### src/hdl/ldio_defs.svh
`ifndef LDIO_DEFS_SVH
`define LDIO_DEFS_SVH

// Configuration register indices reached through the data port.
`define LDIO_IDX_LDN 8'h07
`define LDIO_IDX_OSC 8'h24
`define LDIO_IDX_CFG_HI 8'h26
`define LDIO_IDX_CFG_LO 8'h27
`define LDIO_IDX_PRIM_HI 8'h60
`define LDIO_IDX_PRIM_LO 8'h61
`define LDIO_IDX_SEC_HI 8'h62
`define LDIO_IDX_SEC_LO 8'h63

// Field positions and reset values.
`define LDIO_OSC_QUAL16_BIT 6
`define LDIO_OSC_RESET 8'h00
`define LDIO_BASE_RESET 16'h0000
`define LDIO_CFG_BASE_STRAP0 16'h002e
`define LDIO_CFG_BASE_STRAP1 16'h004e
`define LDIO_STRAP_SETTLE 2'h2

// Logical device numbers and the set holding relocatable bases.
`define LDIO_NUM_LDN 12
`define LDIO_LDN_FDC 4'h0
`define LDIO_LDN_PP 4'h3
`define LDIO_LDN_SP1 4'h4
`define LDIO_LDN_SP2 4'h5
`define LDIO_LDN_GAME 4'h9
`define LDIO_LDN_PME 4'ha
`define LDIO_LDN_MPU 4'hb
`define LDIO_RELOC_LDN_MASK 12'he39

// Fixed ports and offsets.
`define LDIO_KBD_DATA_PORT 12'h060
`define LDIO_KBD_CMD_PORT 12'h064
`define LDIO_PP_EXT_OFF 12'h400
`define LDIO_PP_EXT_SIZE 8'h03
`define LDIO_PP_SPP_SIZE 8'h03
`define LDIO_CFG_DATA_OFF 12'h001

// Permitted base ranges, alignment masks and decoded spans.
`define LDIO_LO_STD 12'h100
`define LDIO_HI_8B 12'hff8
`define LDIO_HI_PP4 12'hffc
`define LDIO_HI_GAME 12'hfff
`define LDIO_LO_PME 12'h000
`define LDIO_HI_PME 12'hf7f
`define LDIO_HI_2B 12'hffe
`define LDIO_LO_CFG 12'h000
`define LDIO_AM_8B 12'h007
`define LDIO_AM_4B 12'h003
`define LDIO_AM_2B 12'h001
`define LDIO_AM_1B 12'h000
`define LDIO_AM_128B 12'h07f
`define LDIO_SZ_8B 8'h08
`define LDIO_SZ_2B 8'h02
`define LDIO_SZ_1B 8'h01
`define LDIO_SZ_128B 8'h80

`endif

### src/hdl/ldio_pkg.sv
package ldio_pkg;

    // Decoded target; the first ten values match the window order.
    typedef enum logic [3:0] {
        ldio_fn_fdc,
        ldio_fn_pp,
        ldio_fn_pp_ext,
        ldio_fn_sp1,
        ldio_fn_sp2,
        ldio_fn_infrared_engine_registers,
        ldio_fn_game,
        ldio_fn_pme,
        ldio_fn_mpu,
        ldio_fn_cfg,
        ldio_fn_keyboard_controller_unit,
        ldio_fn_none
    } ldio_fn_t;

endpackage

### src/hdl/ldio_win_if.sv
`timescale 1ns/1ps
// One address window: its base, limits and the compare result.
interface ldio_win_if;
    logic [15:0] addr;
    logic qual16;
    logic en;
    logic [11:0] base;
    logic [11:0] add_off;
    logic [11:0] lo;
    logic [11:0] hi;
    logic [11:0] amask;
    logic [7:0] size;
    logic hit;
    logic [11:0] off;

    modport cmp (
        input addr, qual16, en, base, add_off, lo, hi, amask, size,
        output hit, off
    );
    modport top (
        output addr, qual16, en, base, add_off, lo, hi, amask, size,
        input hit, off
    );
endinterface

### src/hdl/ldio_decoder.sv
`timescale 1ns/1ps
`include "ldio_defs.svh"

module ldio_decoder #(
    parameter int NUM_WIN = 10
) (
    input wire logic clock,
    input wire logic rst,
    input wire logic power_up_port_strap,
    input wire logic io_valid,
    input wire logic io_write,
    input wire logic [15:0] io_addr,
    input wire logic [7:0] io_wdata,
    output logic io_claim,
    output logic io_rvalid_ff,
    output logic [7:0] io_rdata_ff,
    output logic dev_strobe_ff,
    output logic dev_write_ff,
    output ldio_pkg::ldio_fn_t dev_fn_ff,
    output logic [10:0] dev_sel_ff,
    output logic [11:0] dev_offset_ff,
    output logic [7:0] dev_wdata_ff
);
    // Per-window limits, in enum order of the decoded targets.
    localparam logic [11:0] WIN_LO [NUM_WIN] = '{
        `LDIO_LO_STD, `LDIO_LO_STD, `LDIO_LO_STD, `LDIO_LO_STD, `LDIO_LO_STD,
        `LDIO_LO_STD, `LDIO_LO_STD, `LDIO_LO_PME, `LDIO_LO_STD, `LDIO_LO_CFG};
    localparam logic [11:0] WIN_HI [NUM_WIN] = '{
        `LDIO_HI_8B, `LDIO_HI_PP4, `LDIO_HI_8B, `LDIO_HI_8B, `LDIO_HI_8B,
        `LDIO_HI_8B, `LDIO_HI_GAME, `LDIO_HI_PME, `LDIO_HI_2B, `LDIO_HI_2B};
    localparam logic [11:0] WIN_AM [NUM_WIN] = '{
        `LDIO_AM_8B, `LDIO_AM_4B, `LDIO_AM_8B, `LDIO_AM_8B, `LDIO_AM_8B,
        `LDIO_AM_8B, `LDIO_AM_1B, `LDIO_AM_128B, `LDIO_AM_2B, `LDIO_AM_2B};
    localparam logic [7:0] WIN_SZ [NUM_WIN] = '{
        `LDIO_SZ_8B, `LDIO_SZ_8B, `LDIO_PP_EXT_SIZE, `LDIO_SZ_8B, `LDIO_SZ_8B,
        `LDIO_SZ_8B, `LDIO_SZ_1B, `LDIO_SZ_128B, `LDIO_SZ_2B, `LDIO_SZ_2B};
    localparam logic [3:0] WIN_LDN [NUM_WIN] = '{
        `LDIO_LDN_FDC, `LDIO_LDN_PP, `LDIO_LDN_PP, `LDIO_LDN_SP1, `LDIO_LDN_SP2,
        `LDIO_LDN_SP2, `LDIO_LDN_GAME, `LDIO_LDN_PME, `LDIO_LDN_MPU, 4'h0};
    localparam int W_PP = 1;
    localparam int W_PPX = 2;
    localparam int W_IR = 5;
    localparam int W_CFG = 9;
    localparam logic [11:0] RELOC_MASK = `LDIO_RELOC_LDN_MASK;

    logic strap_meta_ff;
    logic strap_sync_ff;
    logic [1:0] boot_cnt_ff;
    logic ready_ff;
    logic [7:0] index_ff;
    logic [7:0] ldn_ff;
    logic [7:0] global_osc_config_ff;
    logic [15:0] cfg_base_ff;
    logic [15:0] prim_base_ff [`LDIO_NUM_LDN];
    logic [15:0] sec_base_ff;
    logic qual16;
    logic pp8;
    logic [11:0] win_base [NUM_WIN];
    logic win_hit [NUM_WIN];
    logic [11:0] win_off [NUM_WIN];
    logic kbd_hit;
    logic any_hit;
    ldio_pkg::ldio_fn_t nxt_fn;
    logic [11:0] nxt_off;
    logic cfg_data_wr;
    logic cfg_data_rd;
    logic ldn_has_base;
    logic [7:0] cfg_rd_val;

    ldio_win_if win [NUM_WIN] ();

    assign qual16 = global_osc_config_ff[`LDIO_OSC_QUAL16_BIT];
    assign ldn_has_base = (ldn_ff < 8'(`LDIO_NUM_LDN))
        && RELOC_MASK[ldn_ff[3:0]];

    // The parallel port gains its upper registers only on an 8-byte boundary.
    // alignment modes
    assign pp8 = (prim_base_ff[`LDIO_LDN_PP][2:0] == 3'h0);

    // Pick each window's base register; most come from the primary pair.
    // primary base
    always_comb begin
        for (int i = 0; i < NUM_WIN; i++) begin
            win_base[i] = prim_base_ff[WIN_LDN[i]][11:0];
        end
        win_base[W_IR] = sec_base_ff[11:0];
        win_base[W_CFG] = cfg_base_ff[11:0];
    end

    // One comparator per window, all fed the same host address.
    genvar g;
    generate
        for (g = 0; g < NUM_WIN; g++) begin : g_win
            assign win[g].addr = io_addr;
            assign win[g].qual16 = qual16;
            assign win[g].base = win_base[g];
            assign win[g].lo = WIN_LO[g];
            assign win[g].hi = WIN_HI[g];
            assign win[g].amask = WIN_AM[g];
            assign win[g].en = (g == W_PPX) ? pp8 : 1'b1;
            assign win[g].add_off = (g == W_PPX) ? `LDIO_PP_EXT_OFF : 12'h000;
            assign win[g].size = (g == W_PP && !pp8) ? `LDIO_PP_SPP_SIZE : WIN_SZ[g];
            ldio_win_cmp u_cmp (
                .win(win[g])
            );
            assign win_hit[g] = win[g].hit;
            assign win_off[g] = win[g].off;
        end
    endgenerate

    // The keyboard unit answers at two fixed ports only.
    // fixed keyboard ports
    assign kbd_hit = (!qual16 || io_addr[15:12] == 4'h0)
        && (io_addr[11:0] == `LDIO_KBD_DATA_PORT || io_addr[11:0] == `LDIO_KBD_CMD_PORT);

    // Priority pick so that only one target is ever selected.
    // single select
    always_comb begin
        nxt_fn = ldio_pkg::ldio_fn_none;
        nxt_off = 12'h000;
        if (kbd_hit) begin
            nxt_fn = ldio_pkg::ldio_fn_keyboard_controller_unit;
            nxt_off = io_addr[11:0] - `LDIO_KBD_DATA_PORT;
        end
        for (int i = NUM_WIN - 1; i >= 0; i--) begin
            if (win_hit[i]) begin
                nxt_fn = ldio_pkg::ldio_fn_t'(4'(i));
                nxt_off = win_off[i];
            end
        end
        // The configuration port outranks every window, so the host can reach it at any even base.
        if (win_hit[W_CFG]) begin
            nxt_fn = ldio_pkg::ldio_fn_cfg;
            nxt_off = win_off[W_CFG];
        end
    end

    assign any_hit = ready_ff && (nxt_fn != ldio_pkg::ldio_fn_none);
    assign io_claim = io_valid && any_hit;

    // Index port at the base, data port one above it.
    // index and data ports
    assign cfg_data_wr = io_claim && io_write && nxt_fn == ldio_pkg::ldio_fn_cfg
        && nxt_off == `LDIO_CFG_DATA_OFF;
    assign cfg_data_rd = io_claim && !io_write && nxt_fn == ldio_pkg::ldio_fn_cfg;

    // Read value: the index itself at the index port, else the register that it points at.
    always_comb begin
        cfg_rd_val = 8'h00;
        if (nxt_off != `LDIO_CFG_DATA_OFF) begin
            cfg_rd_val = index_ff;
        end else begin
            unique case (index_ff)
                `LDIO_IDX_LDN: cfg_rd_val = ldn_ff;
                `LDIO_IDX_OSC: cfg_rd_val = global_osc_config_ff;
                `LDIO_IDX_CFG_HI: cfg_rd_val = cfg_base_ff[15:8];
                `LDIO_IDX_CFG_LO: cfg_rd_val = cfg_base_ff[7:0];
                `LDIO_IDX_PRIM_HI: cfg_rd_val = ldn_has_base ? prim_base_ff[ldn_ff[3:0]][15:8] : 8'h00;
                `LDIO_IDX_PRIM_LO: cfg_rd_val = ldn_has_base ? prim_base_ff[ldn_ff[3:0]][7:0] : 8'h00;
                `LDIO_IDX_SEC_HI: cfg_rd_val = (ldn_ff == 8'h05) ? sec_base_ff[15:8] : 8'h00;
                `LDIO_IDX_SEC_LO: cfg_rd_val = (ldn_ff == 8'h05) ? sec_base_ff[7:0] : 8'h00;
                default: cfg_rd_val = 8'h00;
            endcase
        end
    end

    // Two-flop synchroniser for the strap pin.
    always_ff @(posedge clock or posedge rst) begin
        if (rst) begin
            strap_meta_ff <= 1'b0;
            strap_sync_ff <= 1'b0;
        end else begin
            strap_meta_ff <= power_up_port_strap;
            strap_sync_ff <= strap_meta_ff;
        end
    end

    // Hold off decoding until the synchronised strap has been sampled.
    always_ff @(posedge clock or posedge rst) begin
        if (rst) begin
            boot_cnt_ff <= 2'h0;
            ready_ff <= 1'b0;
        end else if (!ready_ff) begin
            boot_cnt_ff <= boot_cnt_ff + 2'h1;
            ready_ff <= (boot_cnt_ff == `LDIO_STRAP_SETTLE);
        end
    end

    // Configuration port base: strap default, then software relocation.
    always_ff @(posedge clock or posedge rst) begin
        if (rst) begin
            cfg_base_ff <= `LDIO_CFG_BASE_STRAP0;
        end else if (!ready_ff && boot_cnt_ff == `LDIO_STRAP_SETTLE) begin
            cfg_base_ff <= strap_sync_ff ? `LDIO_CFG_BASE_STRAP1 : `LDIO_CFG_BASE_STRAP0;
        end else if (cfg_data_wr && index_ff == `LDIO_IDX_CFG_HI) begin
            cfg_base_ff[15:8] <= io_wdata;
        end else if (cfg_data_wr && index_ff == `LDIO_IDX_CFG_LO) begin
            cfg_base_ff[7:0] <= io_wdata;
        end
    end

    // Index, device number and global qualification registers.
    always_ff @(posedge clock or posedge rst) begin
        if (rst) begin
            index_ff <= 8'h00;
            ldn_ff <= 8'h00;
            global_osc_config_ff <= `LDIO_OSC_RESET;
        end else if (io_claim && io_write && nxt_fn == ldio_pkg::ldio_fn_cfg) begin
            if (nxt_off != `LDIO_CFG_DATA_OFF) begin
                index_ff <= io_wdata;
            end else if (index_ff == `LDIO_IDX_LDN) begin
                ldn_ff <= io_wdata;
            end else if (index_ff == `LDIO_IDX_OSC) begin
                global_osc_config_ff <= io_wdata;
            end
        end
    end

    // Base pairs of the logical device selected by the device number.
    always_ff @(posedge clock or posedge rst) begin
        if (rst) begin
            for (int i = 0; i < `LDIO_NUM_LDN; i++) begin
                prim_base_ff[i] <= `LDIO_BASE_RESET;
            end
            sec_base_ff <= `LDIO_BASE_RESET;
        end else if (cfg_data_wr) begin
            if (ldn_has_base && index_ff == `LDIO_IDX_PRIM_HI) begin
                prim_base_ff[ldn_ff[3:0]][15:8] <= io_wdata;
            end
            if (ldn_has_base && index_ff == `LDIO_IDX_PRIM_LO) begin
                prim_base_ff[ldn_ff[3:0]][7:0] <= io_wdata;
            end
            if (ldn_ff == 8'h05 && index_ff == `LDIO_IDX_SEC_HI) begin
                sec_base_ff[15:8] <= io_wdata;
            end
            if (ldn_ff == 8'h05 && index_ff == `LDIO_IDX_SEC_LO) begin
                sec_base_ff[7:0] <= io_wdata;
            end
        end
    end

    // Configuration read data, one cycle after the request.
    always_ff @(posedge clock or posedge rst) begin
        if (rst) begin
            io_rvalid_ff <= 1'b0;
            io_rdata_ff <= 8'h00;
        end else begin
            io_rvalid_ff <= cfg_data_rd;
            if (cfg_data_rd) begin
                io_rdata_ff <= cfg_rd_val;
            end
        end
    end

    // Registered routing of a function access with one-hot select.
    // routed select
    always_ff @(posedge clock or posedge rst) begin
        if (rst) begin
            dev_strobe_ff <= 1'b0;
            dev_write_ff <= 1'b0;
            dev_fn_ff <= ldio_pkg::ldio_fn_none;
            dev_sel_ff <= 11'h000;
            dev_offset_ff <= 12'h000;
            dev_wdata_ff <= 8'h00;
        end else begin
            dev_strobe_ff <= io_claim && nxt_fn != ldio_pkg::ldio_fn_cfg;
            dev_sel_ff <= 11'h000;
            if (io_claim && nxt_fn != ldio_pkg::ldio_fn_cfg) begin
                dev_write_ff <= io_write;
                dev_fn_ff <= nxt_fn;
                dev_sel_ff <= 11'h001 << nxt_fn;
                dev_offset_ff <= nxt_off;
                dev_wdata_ff <= io_wdata;
            end
        end
    end
endmodule // ldio_decoder

### src/hdl/ldio_win_cmp.sv
`timescale 1ns/1ps
// Compares one host address against one relocatable window.
module ldio_win_cmp (
    ldio_win_if.cmp win
);
    logic base_ok;
    logic [11:0] dec_base;
    logic upper_ok;

    // A base outside its permitted range or off its boundary decodes nothing.
    // range guard
    assign base_ok = win.en && (win.base >= win.lo) && (win.base <= win.hi)
        && ((win.base & win.amask) == 12'h000);

    // Only A11..A0 take part in the offset subtraction.
    // low bits
    assign dec_base = win.base + win.add_off;
    assign win.off = win.addr[11:0] - dec_base;

    // With qualification on, A15..A12 must also be zero.
    // upper qualification
    assign upper_ok = !win.qual16 || (win.addr[15:12] == 4'h0);

    assign win.hit = base_ok && upper_ok && (win.off < {4'h0, win.size});
endmodule // ldio_win_cmp

### config.mk
export PLATFORM = sky130hd
export DESIGN_NAME = ldio_decoder
export DESIGN_NICKNAME = d
export VERILOG_FILES = /design/src/hdl/ldio_pkg.sv /design/src/hdl/ldio_win_if.sv /design/src/hdl/ldio_decoder.sv /design/src/hdl/ldio_win_cmp.sv
export VERILOG_INCLUDE_DIRS = /design/src /design/src/hdl
export SDC_FILE = /design/constraint.sdc
export NUM_CORES = 1
export LEC_CHECK = 0
export BUFFER_PORTS_ARGS = -buffer_cell sky130_fd_sc_hd__buf_2
export CAP_MARGIN = 20
export CORE_MARGIN = 10
export CORE_UTILIZATION = 50
export DETAILED_ROUTE_END_ITERATION = 10
export PLACE_DENSITY = 0.81
export SLEW_MARGIN = 20
export SYNTH_ARGS = -nofsm -noshare
export SYNTH_HDL_FRONTEND = slang
export SYNTH_SLANG_ARGS = --single-unit
### constraint.sdc
create_clock -name clock -period 8.1 [get_ports clock]
set_input_delay 0.405 -clock clock [delete_from_list [all_inputs] [get_ports clock]]
set_output_delay 0.405 -clock clock [all_outputs]
set_load 0.05 [all_outputs]
Word level (Yosys, flattened, before mapping)
Memory sizes are Yosys's and may differ from the RTL's.
Index checks and enable logic that the tools add are counted.
{"block": "op_classes", "mul": 0, "shift": 1, "n_eq_ne": 18, "magnitude_cmp": 33, "div_mod_pow": 0, "n_reduce_logical": 82, "add_sub_neg": 13, "n_mux": 49, "n_bitwise": 3}
{"operator": "192-bit two-way mux", "count": 3}
{"operator": "192-bit bitwise mux", "count": 2}
{"operator": "12-bit two-way mux", "count": 11}
{"operator": "16-bit demux with 4-bit select", "count": 2}
{"operator": "12-bit less-or-equal comparator, second input constant", "count": 10}
{"operator": "12-bit subtractor", "count": 10}
{"operator": "12-bit zero test", "count": 9}
{"operator": "12-bit by 9-bit greater-or-equal comparator with 1-bit output, second input constant", "count": 7}
{"operator": "8-bit two-way mux", "count": 9}
{"operator": "16-bit binary-select mux with 4-bit select", "count": 1}
{"operator": "16-bit two-way mux", "count": 4}
{"operator": "8-bit one-hot mux with 8 select lines", "count": 1}
{"operator": "1-bit logical AND", "count": 58}
{"operator": "12-bit by 4-bit < comparator with 1-bit output, second input constant", "count": 4}
{"operator": "4-bit two-way mux", "count": 11}
{"operator": "12-bit by 2-bit < comparator with 1-bit output, second input constant", "count": 3}
{"operator": "8-bit by 7-bit == test with 1-bit output, second input constant", "count": 4}
{"operator": "12-bit by 7-bit == test with 1-bit output, second input constant", "count": 2}
{"operator": "8-bit by 6-bit == test with 1-bit output, second input constant", "count": 3}
{"operator": "12-bit by 1-bit greater-or-equal comparator with 1-bit output, second input constant", "count": 2}
{"operator": "8-bit by 3-bit == test with 1-bit output, second input constant", "count": 2}
{"operator": "12-bit by 11-bit adder with 12-bit output, second input constant", "count": 1}
{"operator": "12-bit by 1-bit == test with 1-bit output, second input constant", "count": 1}
{"operator": "12-bit by 1-bit < comparator with 1-bit output, second input constant", "count": 1}
{"operator": "other kinds (27)", "count": 38}
{"block": "totals", "in_bits": 29, "ramBits": 0, "mem_bits_ro": 16, "ff_bits": 299, "mem_count": 1, "elab_cells": 231, "latchBits": 0, "output_inout_bits": 47}
{"name": "(name not given)", "words": 16, "word_bits": 1, "read_ports": 1, "rd_clocked_by_memory_dff": 0, "write_ports": 0, "line": "ldio_decoder.sv:74", "rtl": "&& RELOC_MASK[ldn_ff[3:0]];"}

Depth between registers and ports, before layout
Gate-level depths: netlist (run 1).
{"block": "logic_depth", "word_depth": 25, "depth_mapped": 21, "mapped_depth_nobuf": 18}

Hierarchy
A second synthesis (run 1) with hierarchy kept.
{"block": "hier_totals", "hier_cells": 3447, "area_unflattened_um2": 32303.5}
{"mod": "ldio_decoder", "cells_per_inst": 1183, "area_each_um2": 14956.8, "n_inst": 1, "seq_area_each_um2": 7490.9}
{"mod": "ldio_win_cmp at g_win[5].u_cmp ...", "cells_per_inst": 231, "area_each_um2": 1754.2, "n_inst": 5, "seq_area_each_um2": 0.0}
{"mod": "ldio_win_cmp at g_win[3].u_cmp ...", "cells_per_inst": 225, "area_each_um2": 1730.4, "n_inst": 2, "seq_area_each_um2": 0.0}
{"mod": "ldio_win_cmp at g_win[0].u_cmp ...", "cells_per_inst": 216, "area_each_um2": 1687.9, "n_inst": 2, "seq_area_each_um2": 0.0}
{"mod": "ldio_win_cmp at g_win[2].u_cmp", "cells_per_inst": 227, "area_each_um2": 1739.2, "n_inst": 1, "seq_area_each_um2": 0.0}

Least setup slack after synthesis (run 1)
Ideal clock, no wire load.
{"block": "synth_path", "path_kind": "in2reg", "from": "in io_addr[0]", "to": "reg prim_base_ff[11] (netlist name)", "slack_ps": 3535, "t_required_ps": 7975, "arrival_time_ps": 4440, "path_stages": 16, "setup_ps": 125, "path_buffers": 0, "path_cell_list": "inv_1 -> ha_1 -> inv_1 -> fa_1 -> xor2_1 -> a2111oi_0 -> o2111ai_1 -> nor4b_1 -> nand3b_1 -> or4_1 -> mux2i_1 -> a221o_1 -> a31oi_2 -> nor3_4 -> nand4_4 -> mux2_2"}
{"block": "synth_between", "elab_chain_len": 20}
{"element": "start: declaration", "line": "ldio_decoder.sv:12", "rtl": "input wire logic [15:0] io_addr,"}
{"element": "branches (longest 19 deep; another with 12-bit subtractor)"}
{"element": "1-bit logical AND (no line) *"}
{"element": "end signal: indexed assignment", "line": "ldio_decoder.sv:223", "rtl": "prim_base_ff[i] <= `LDIO_BASE_RESET;"}
{"element": "end signal: indexed assignment", "line": "ldio_decoder.sv:228", "rtl": "prim_base_ff[ldn_ff[3:0]][15:8] <= io_wdata;"}
{"element": "end signal: indexed assignment", "line": "ldio_decoder.sv:231", "rtl": "prim_base_ff[ldn_ff[3:0]][7:0] <= io_wdata;"}
{"element": "end: declaration", "line": "ldio_decoder.sv:54", "rtl": "logic [15:0] prim_base_ff [`LDIO_NUM_LDN];"}
Mark *: on every way between the ends.
A chain may end at the register's enable or synchronous reset.

Worst setup path in the final report (run 1)
{"block": "layout_path", "from": "reg cfg_base_ff[0]", "to": "reg cfg_base_ff[6]"}
{"block": "layout_between", "elab_chain_len": 15}
{"element": "start: declaration", "line": "ldio_decoder.sv:53", "rtl": "logic [15:0] cfg_base_ff;"}
{"element": "start signal: assignment", "line": "ldio_decoder.sv:192", "rtl": "cfg_base_ff <= `LDIO_CFG_BASE_STRAP0;"}
{"element": "start signal: assignment", "line": "ldio_decoder.sv:194", "rtl": "cfg_base_ff <= strap_sync_ff ? `LDIO_CFG_BASE_STRAP1 : `LDIO_CFG_BASE_STRAP0;"}
{"element": "start signal: assignment", "line": "ldio_decoder.sv:198", "rtl": "cfg_base_ff[7:0] <= io_wdata;"}
{"element": "branches (longest 11 deep; another with 12-bit subtractor)"}
{"element": "1-bit logical AND (no line) *"}
{"element": "1-bit logical AND (no line)"}
{"element": "2-bit inequality test (no line) or 2-bit nonzero test (tied branches)"}
{"element": "2-bit AND reduction (no line) *"}
Marks and branches as above.

==> metrics.yaml, run 1 <==
cts.sinks: 299
ys_ff_latch: 299
dpl.hpwl_mm: 47.37
cts_root_buf: "clkbuf_16"
r2r_start: "cfg_base_ff[0]"
core_area_sq_um: 41020
synth.top_cells.by_count: "dfrtp_1, mux2_2, inv_1"
setup_violations: 0
required_ns: 8.57
path_cells: "ha_1, inv_1, fa_1, xor2_1, a2111oi_0, o211ai_1, or3_1, nor4b_1, and4_1, inv_1, nor3_2, nand3b_1, mux2i_1, a21oi_1"
viasPerCell: 6.586
ant_nets: 0
holdWs_ns: 0.1644
yosys.area.top_type: "dfrtp_1"
post-route-min-period_ns: 5.742
syn_area_per_cell_sq_um: 10.12
ys_top_cells_by_area: "dfrtp_1, mux2_2, ha_1"
peakVddDrop_uv: 168.9
power.static_leakage_nw: 10.69
dr.pass1.iters: 8
dieArea_sq_um: 50190
r2r_setup_slack_ns: 2.36
h-tree-depth: 1
netlist-cell-type-count: 97
status: "finished clean"
preCtsSetupSlack_ns: 1.928
grt.total_usage: 0.2575
fill_cells: 3476
clockBufferDepth: 3
grt_max_degree: 188
critPathCaptureType: "flip-flop"
crit_start: "cfg_base_ff[0]"
synth.most_common_cell: "dfrtp_1"
grt-ovfl-total: 0
rows: 74
ioPinCount: 76
p_per_area_nw_per_um2: 146.7
yosys.area.top_type_share: 0.3510
syn2layout_area_growth_pct: 8.482
drv_cap: 0
synth_cells: 2057
grt_pass1_vias: 17070
crit_arrival_ns: 6.21
fmax_mhz: 174.2
grt_pass1_wl_mm: 102.2
cpMostUsedCell: "inv_1"
slowest_stage: "nor3_2"
clkTransAtPathRegs_ns: 0.07
cts_resized: 0
yosysWarnings: 0
cp-start-kind: "flip-flop"
ys_async_sr_fraction: 1.000
seq_area_frac_synth: 0.3599
drive_gt1_frac: 0.2021
syn_area_sq_um: 20810
fin_worst_skew_ns: 0.01425
hp-class: "input port to flip-flop"
portBuffers: 75
max_stage_delay_ns: 0.93
num_vias: 17350
initial_core_util: 0.5075
cp_max_fo: 11
worstSetupPathType: "flip-flop to flip-flop"
tightest_slew_ns: 1.116
die-height_um: 224.0
synth-edff-count: 0
drt-total-wl_mm: 66.32
clock_latency_ns: 0.61
drv_slew: 0
period_share: 0.7088
slew_headroom: 0.2494
rsz0062_at_grt: "no"
drc: 0
syn-num-nets: 2222
layout_setup_ws_ns: 2.358
grt_antenna_before_repair: 1
final_nets: 2246
tns_ns: 0
cts_inserted_buffers: 31
finalHoldViolCount: 0
synthFlopType: "dfrtp_1"
dieWidth_um: 224.0
wl_per_cell_um: 25.17
antenna_cells: 0
drt_iter0_drc: 2038
worstHoldStart: "io_write"
cts_tree: "done"
place.gp.congestion: 0.9765
==> kinds of logic (layout without fill, tap and decap cells) <==
group,after synthesis,count (layout),synth area share
compound gates,414,414,0.1366
simple gates,585,585,0.1544
flops,299,299,0.3599
xor+xnor,47,47,0.02050
other cells,1,1,0.0001802
fa+ha+maj,136,136,0.08860
mux,315,315,0.1909
buf+inv,260,306,0.04887
==> layout by cell type (no fill, tap or decap), drive strengths merged, types with 29 or more instances in the layout <==
cell type,synthesis,final
buf,26,90
nor3,46,46
mux4,48,48
nor2b,33,33
nand2,133,133
inv,156,156
nand2b,29,29
a21oi,89,89
o21ai,78,78
clkbuf,75,44
ha,117,117
dfrtp,292,292
nor2,133,133
mux2,176,176
nand3,54,54
a22oi,33,33
mux2i,91,91
==> stage by stage <==
| step | std cells | power [mW] | cell area, sq um | util |
|---|---|---|---|---|
| after global routing | 2635 | 3.409 | 22580 | 0.5505 |
| after CTS | 2634 | 3.307 | 22530 | 0.5493 |
| after global placement | 2577 | 1.952 | 21580 | 0.5260 |
| after floorplan | 2057 | 1.830 | 20820 | - |
| final | 2635 | 3.313 | 22580 | 0.5505 |
| after detailed placement | 2577 | 1.959 | 21580 | 0.5260 |
==> cell type report <==
cell class,count,area (sq um),area share
Multi-Input combinational cell,1498,12340,0.5466
Clock buffer,44,854.6,0.03785
Timing Repair Buffer,92,544.3,0.02410
Clock inverter,11,80.08,0.003546
Tap cell,532,665.6,0.02948
Inverter,159,600.6,0.02660
Sequential cell,299,7493,0.3319
==> state kept, by name (all words and copies together) (netlist names) <==
register / cells
boot_cnt_ff: 2
cfg_base_ff: 16
dev_fn_ff: 4
dev_offset_ff: 12
dev_sel_ff: 11
dev_strobe_ff: 1
dev_wdata_ff: 8
dev_write_ff: 1
global_osc_config_ff: 8
index_ff: 8
io_rdata_ff: 8
io_rvalid_ff: 1
ldn_ff: 8
prim_base_ff: 192
ready_ff: 1
sec_base_ff: 16
strap_meta_ff: 1
strap_sync_ff: 1
==> worst paths after layout <==
| kind | depth (start not counted) | end |
|---|---|---|
| max | 14 | cfg_base_ff[6] |
| min | 2 | io_rvalid_ff |
| max reg2reg | 14 | cfg_base_ff[6] |
| min reg2reg | 0 | strap_sync_ff |
| max in group asynchronous | 5 | dev_sel_ff[6] |
| min in group asynchronous | 3 | cfg_base_ff[13] |
==> worst max-delay path, delay by kind of cell (launching register included) <==
| family | cells | cell delay [ns] |
|---|---|---|
| muxes | 1 | 0.31 |
| buffers and inverters | 2 | 0.40 |
| adders and majority gates | 2 | 0.72 |
| DFF | 1 | 0.51 |
| and+or+nand+nor | 5 | 2.84 |
| xor gates and xnor gates | 1 | 0.18 |
| AOI/OAI and AO/OA | 3 | 0.64 |
==> power by group <==
group          leakage (nW)  switching, mW  internal, mW
clock network         0.449          0.634         0.735
registers              3.88        0.00674          1.51
logic                  6.36          0.300         0.131
total                  10.7          0.940          2.37
==> routing by layer <==
metal  global-route usage  routed length, um
met1               0.3446              26750
met2               0.4146              30680
met3              0.03880               6210
met4              0.09873               2667
met5                    0                 13
==> what timing repair did <==
item / 4_1_cts / 5_1_grt
hold buffers: 2 / 0
hold endpoints to repair: 24 / 0
buffers inserted: 0 / 0
No activity file was read; power rests on OpenSTA's default activity.
==> inputs of run 2 (changes only) <==
PLACE_DENSITY = 0.79   (was 0.81)
clock period = 5.5 ns   (was 8.1 ns; I/O delays follow)
==> metrics.yaml, run 2 (synthesized netlist as in run 1, its figures left out) <==
portBuffers: 75  # unchanged
rows: 74  # unchanged
period_share: 0.9438  # +0.2349
grt-ovfl-total: 0  # unchanged
post-cts-setup-buffers: 0  # unchanged
top_regs: "prim_base_ff (192), cfg_base_ff (16), sec_base_ff (16)"
clockBufferDepth: 3  # unchanged
dieArea_sq_um: 50190  # unchanged
clkTransAtPathRegs_ns: 0.06  # about the same
dieWidth_um: 224.0  # unchanged
power.total_mw: 5.356  # +62%
ioPinCount: 76  # unchanged
viasPerCell: 6.635  # +0.74%
cp-start-kind: "flip-flop"
drv_slew: 0  # unchanged
clock_latency_ns: 0.53  # -0.08 ns
h-tree-depth: 2  # +1
final_nets: 2290  # +2.0%
place.gp.congestion: 1.007  # +3.1%
antenna_cells: 0  # unchanged
final_cell_mix: "dfrtp_1, mux2_2, inv_1"
syn2layout_area_growth_pct: 11.27
use_met1: 0.3317  # -0.01287
num_vias: 17790  # +2.5%
status: "finished clean"
drt_iter0_drc: 2380  # +17%
core_area_sq_um: 41020  # unchanged
drv_cap: 0  # unchanged
peakVddDrop_uv: 168.2  # -0.41%
grt_max_degree: 139  # -26%
fmax_mhz: 192.7  # +11%
wl_per_cell_um: 25.35  # +0.74%
hp-class: "input port to flip-flop"
met2_usage: 0.4101  # -0.004412
power.static_leakage_nw: 11.04  # +3.2%
grt_pass1_wl_mm: 103.3  # +1.1%
tns_ns: 0  # unchanged
setup_violations: 0  # unchanged
p_per_area_nw_per_um2: 231.2  # +58%
gr-max-usage-layer: "met2"
largest_reg_flops: 192  # unchanged
fin_worst_skew_ns: 0.01444  # +0.0001935 ns
slew_headroom: 0.1844  # -0.06501
drive_gt1_frac: 0.2191  # +0.01698
layout_commonest_cell: "dfrtp_1"
dpl.hpwl_mm: 48.87  # +3.2%
cts.sinks: 299  # unchanged
cts_tree: "done"
drc: 0  # unchanged
drt-total-wl_mm: 67.99  # +2.5%
dr.pass1.iters: 6  # -2
critPathCaptureType: "flip-flop"
cts_root_buf: "clkbuf_16"
initial_core_util: 0.5075  # unchanged
tightest_slew_ns: 1.216  # +0.1003 ns
grt_antenna_before_repair: 2  # +1
required_ns: 5.91  # -2.66 ns
rsz0062_at_grt: "no"
met3_usage: 0.05958  # +0.02077
worstSetupPathType: "flip-flop to flip-flop"
cts_inserted_buffers: 34  # +9.7%
fill_cells: 3418  # -1.7%
ant_nets: 0  # unchanged
crit_arrival_ns: 5.60  # -0.61 ns
grt.total_usage: 0.2616  # +0.004107
grt_pass1_vias: 17450  # +2.2%
cp_max_fo: 8  # -3
die-height_um: 224.0  # unchanged
post-route-min-period_ns: 5.191  # -0.5510 ns
regMostFlops: "prim_base_ff"
finalHoldViolCount: 0  # unchanged
[run 2: cell count changes in the layout (fill, tap and decap cells not counted), moves of 3 or more]
cell        before  now
buf_4           12   51
clkbuf_16       31   35
clkinvlp_4       5    2
buf_12           1    5
bufinv_16        0    6
[run 2: path summary, 6_finish.rpt]
check	startpoint	to	slack [ns]	cells past startpoint
max	sec_base_ff[1]	prim_base_ff[165]	0.31	15
min	io_write	dev_write_ff	0.20	3
max reg2reg	sec_base_ff[1]	prim_base_ff[165]	0.31	15
min reg2reg	strap_meta_ff	strap_sync_ff	0.35	0
max in group asynchronous	rst	prim_base_ff[128]	3.97	5
min in group asynchronous	rst	index_ff[4]	0.27	3
[run 2: report_power, final]
group	switching (mW)	internal [mW]	total, mW
sequential	0.00977	2.22	2.23
combinational	0.447	0.197	0.644
clock	0.958	1.52	2.48
[run 2: per-layer routing]
metal	part of all wire	vias up
met2	0.45	1111
met5	0.00019	-
met4	0.058	2
li1	-	7687
met3	0.11	260
met1	0.39	8734
[run 2: stage by stage]
stage / utilization / area [sq um] / hold slack [ns] / cells / worst slack [ns]
after floorplan: - / 20820 / 0.3064 / 2057 / 1.065
after CTS: 0.5639 / 23130 / 0.007117 / 2680 / 0.4701
after global routing: 0.5647 / 23160 / 0.2072 / 2682 / 0.07661
after global placement: 0.5344 / 21920 / 0.3391 / 2618 / 0.1261
after detailed placement: 0.5344 / 21920 / 0.3530 / 2618 / 0.09469
final: 0.5647 / 23160 / 0.1977 / 2682 / 0.3094
[run 2: timing repair]
| action | in CTS | in global routing |
|---|---|---|
| hold endpoints to repair | 1 | 8 |
| hold buffers | 1 | 1 |
| endpoints found under the setup margin | 0 | 0 |
| resized for setup | 0 | 0 |
[run 2: critical path, cell delays in order (launching register included)]
cell and delay (ns):
dfrtp_1 0.44, inv_1 0.06, ha_1 0.29, nor2b_1 0.14, o2111ai_1 0.37, a31oi_1 0.24
or4b_2 0.67, a2111oi_0 0.73, nand4_1 0.26, and4b_1 0.25, o2111ai_1 0.08, o311a_1 0.25
nand2_2 0.17, buf_4 0.29, nor2_2 0.41, mux2_2 0.40
[run 2: cell type report]
class                      count  area (sq um)  area share
multi-input combinational   1498         12320      0.5321
tap                          532         665.6     0.02874
sequential                   299          7493      0.3235
clock buffer                  48         974.7     0.04208
timing repair buffer         133         878.3     0.03792
clock inverter                13         225.2    0.009724
inverter                     159         600.6     0.02593
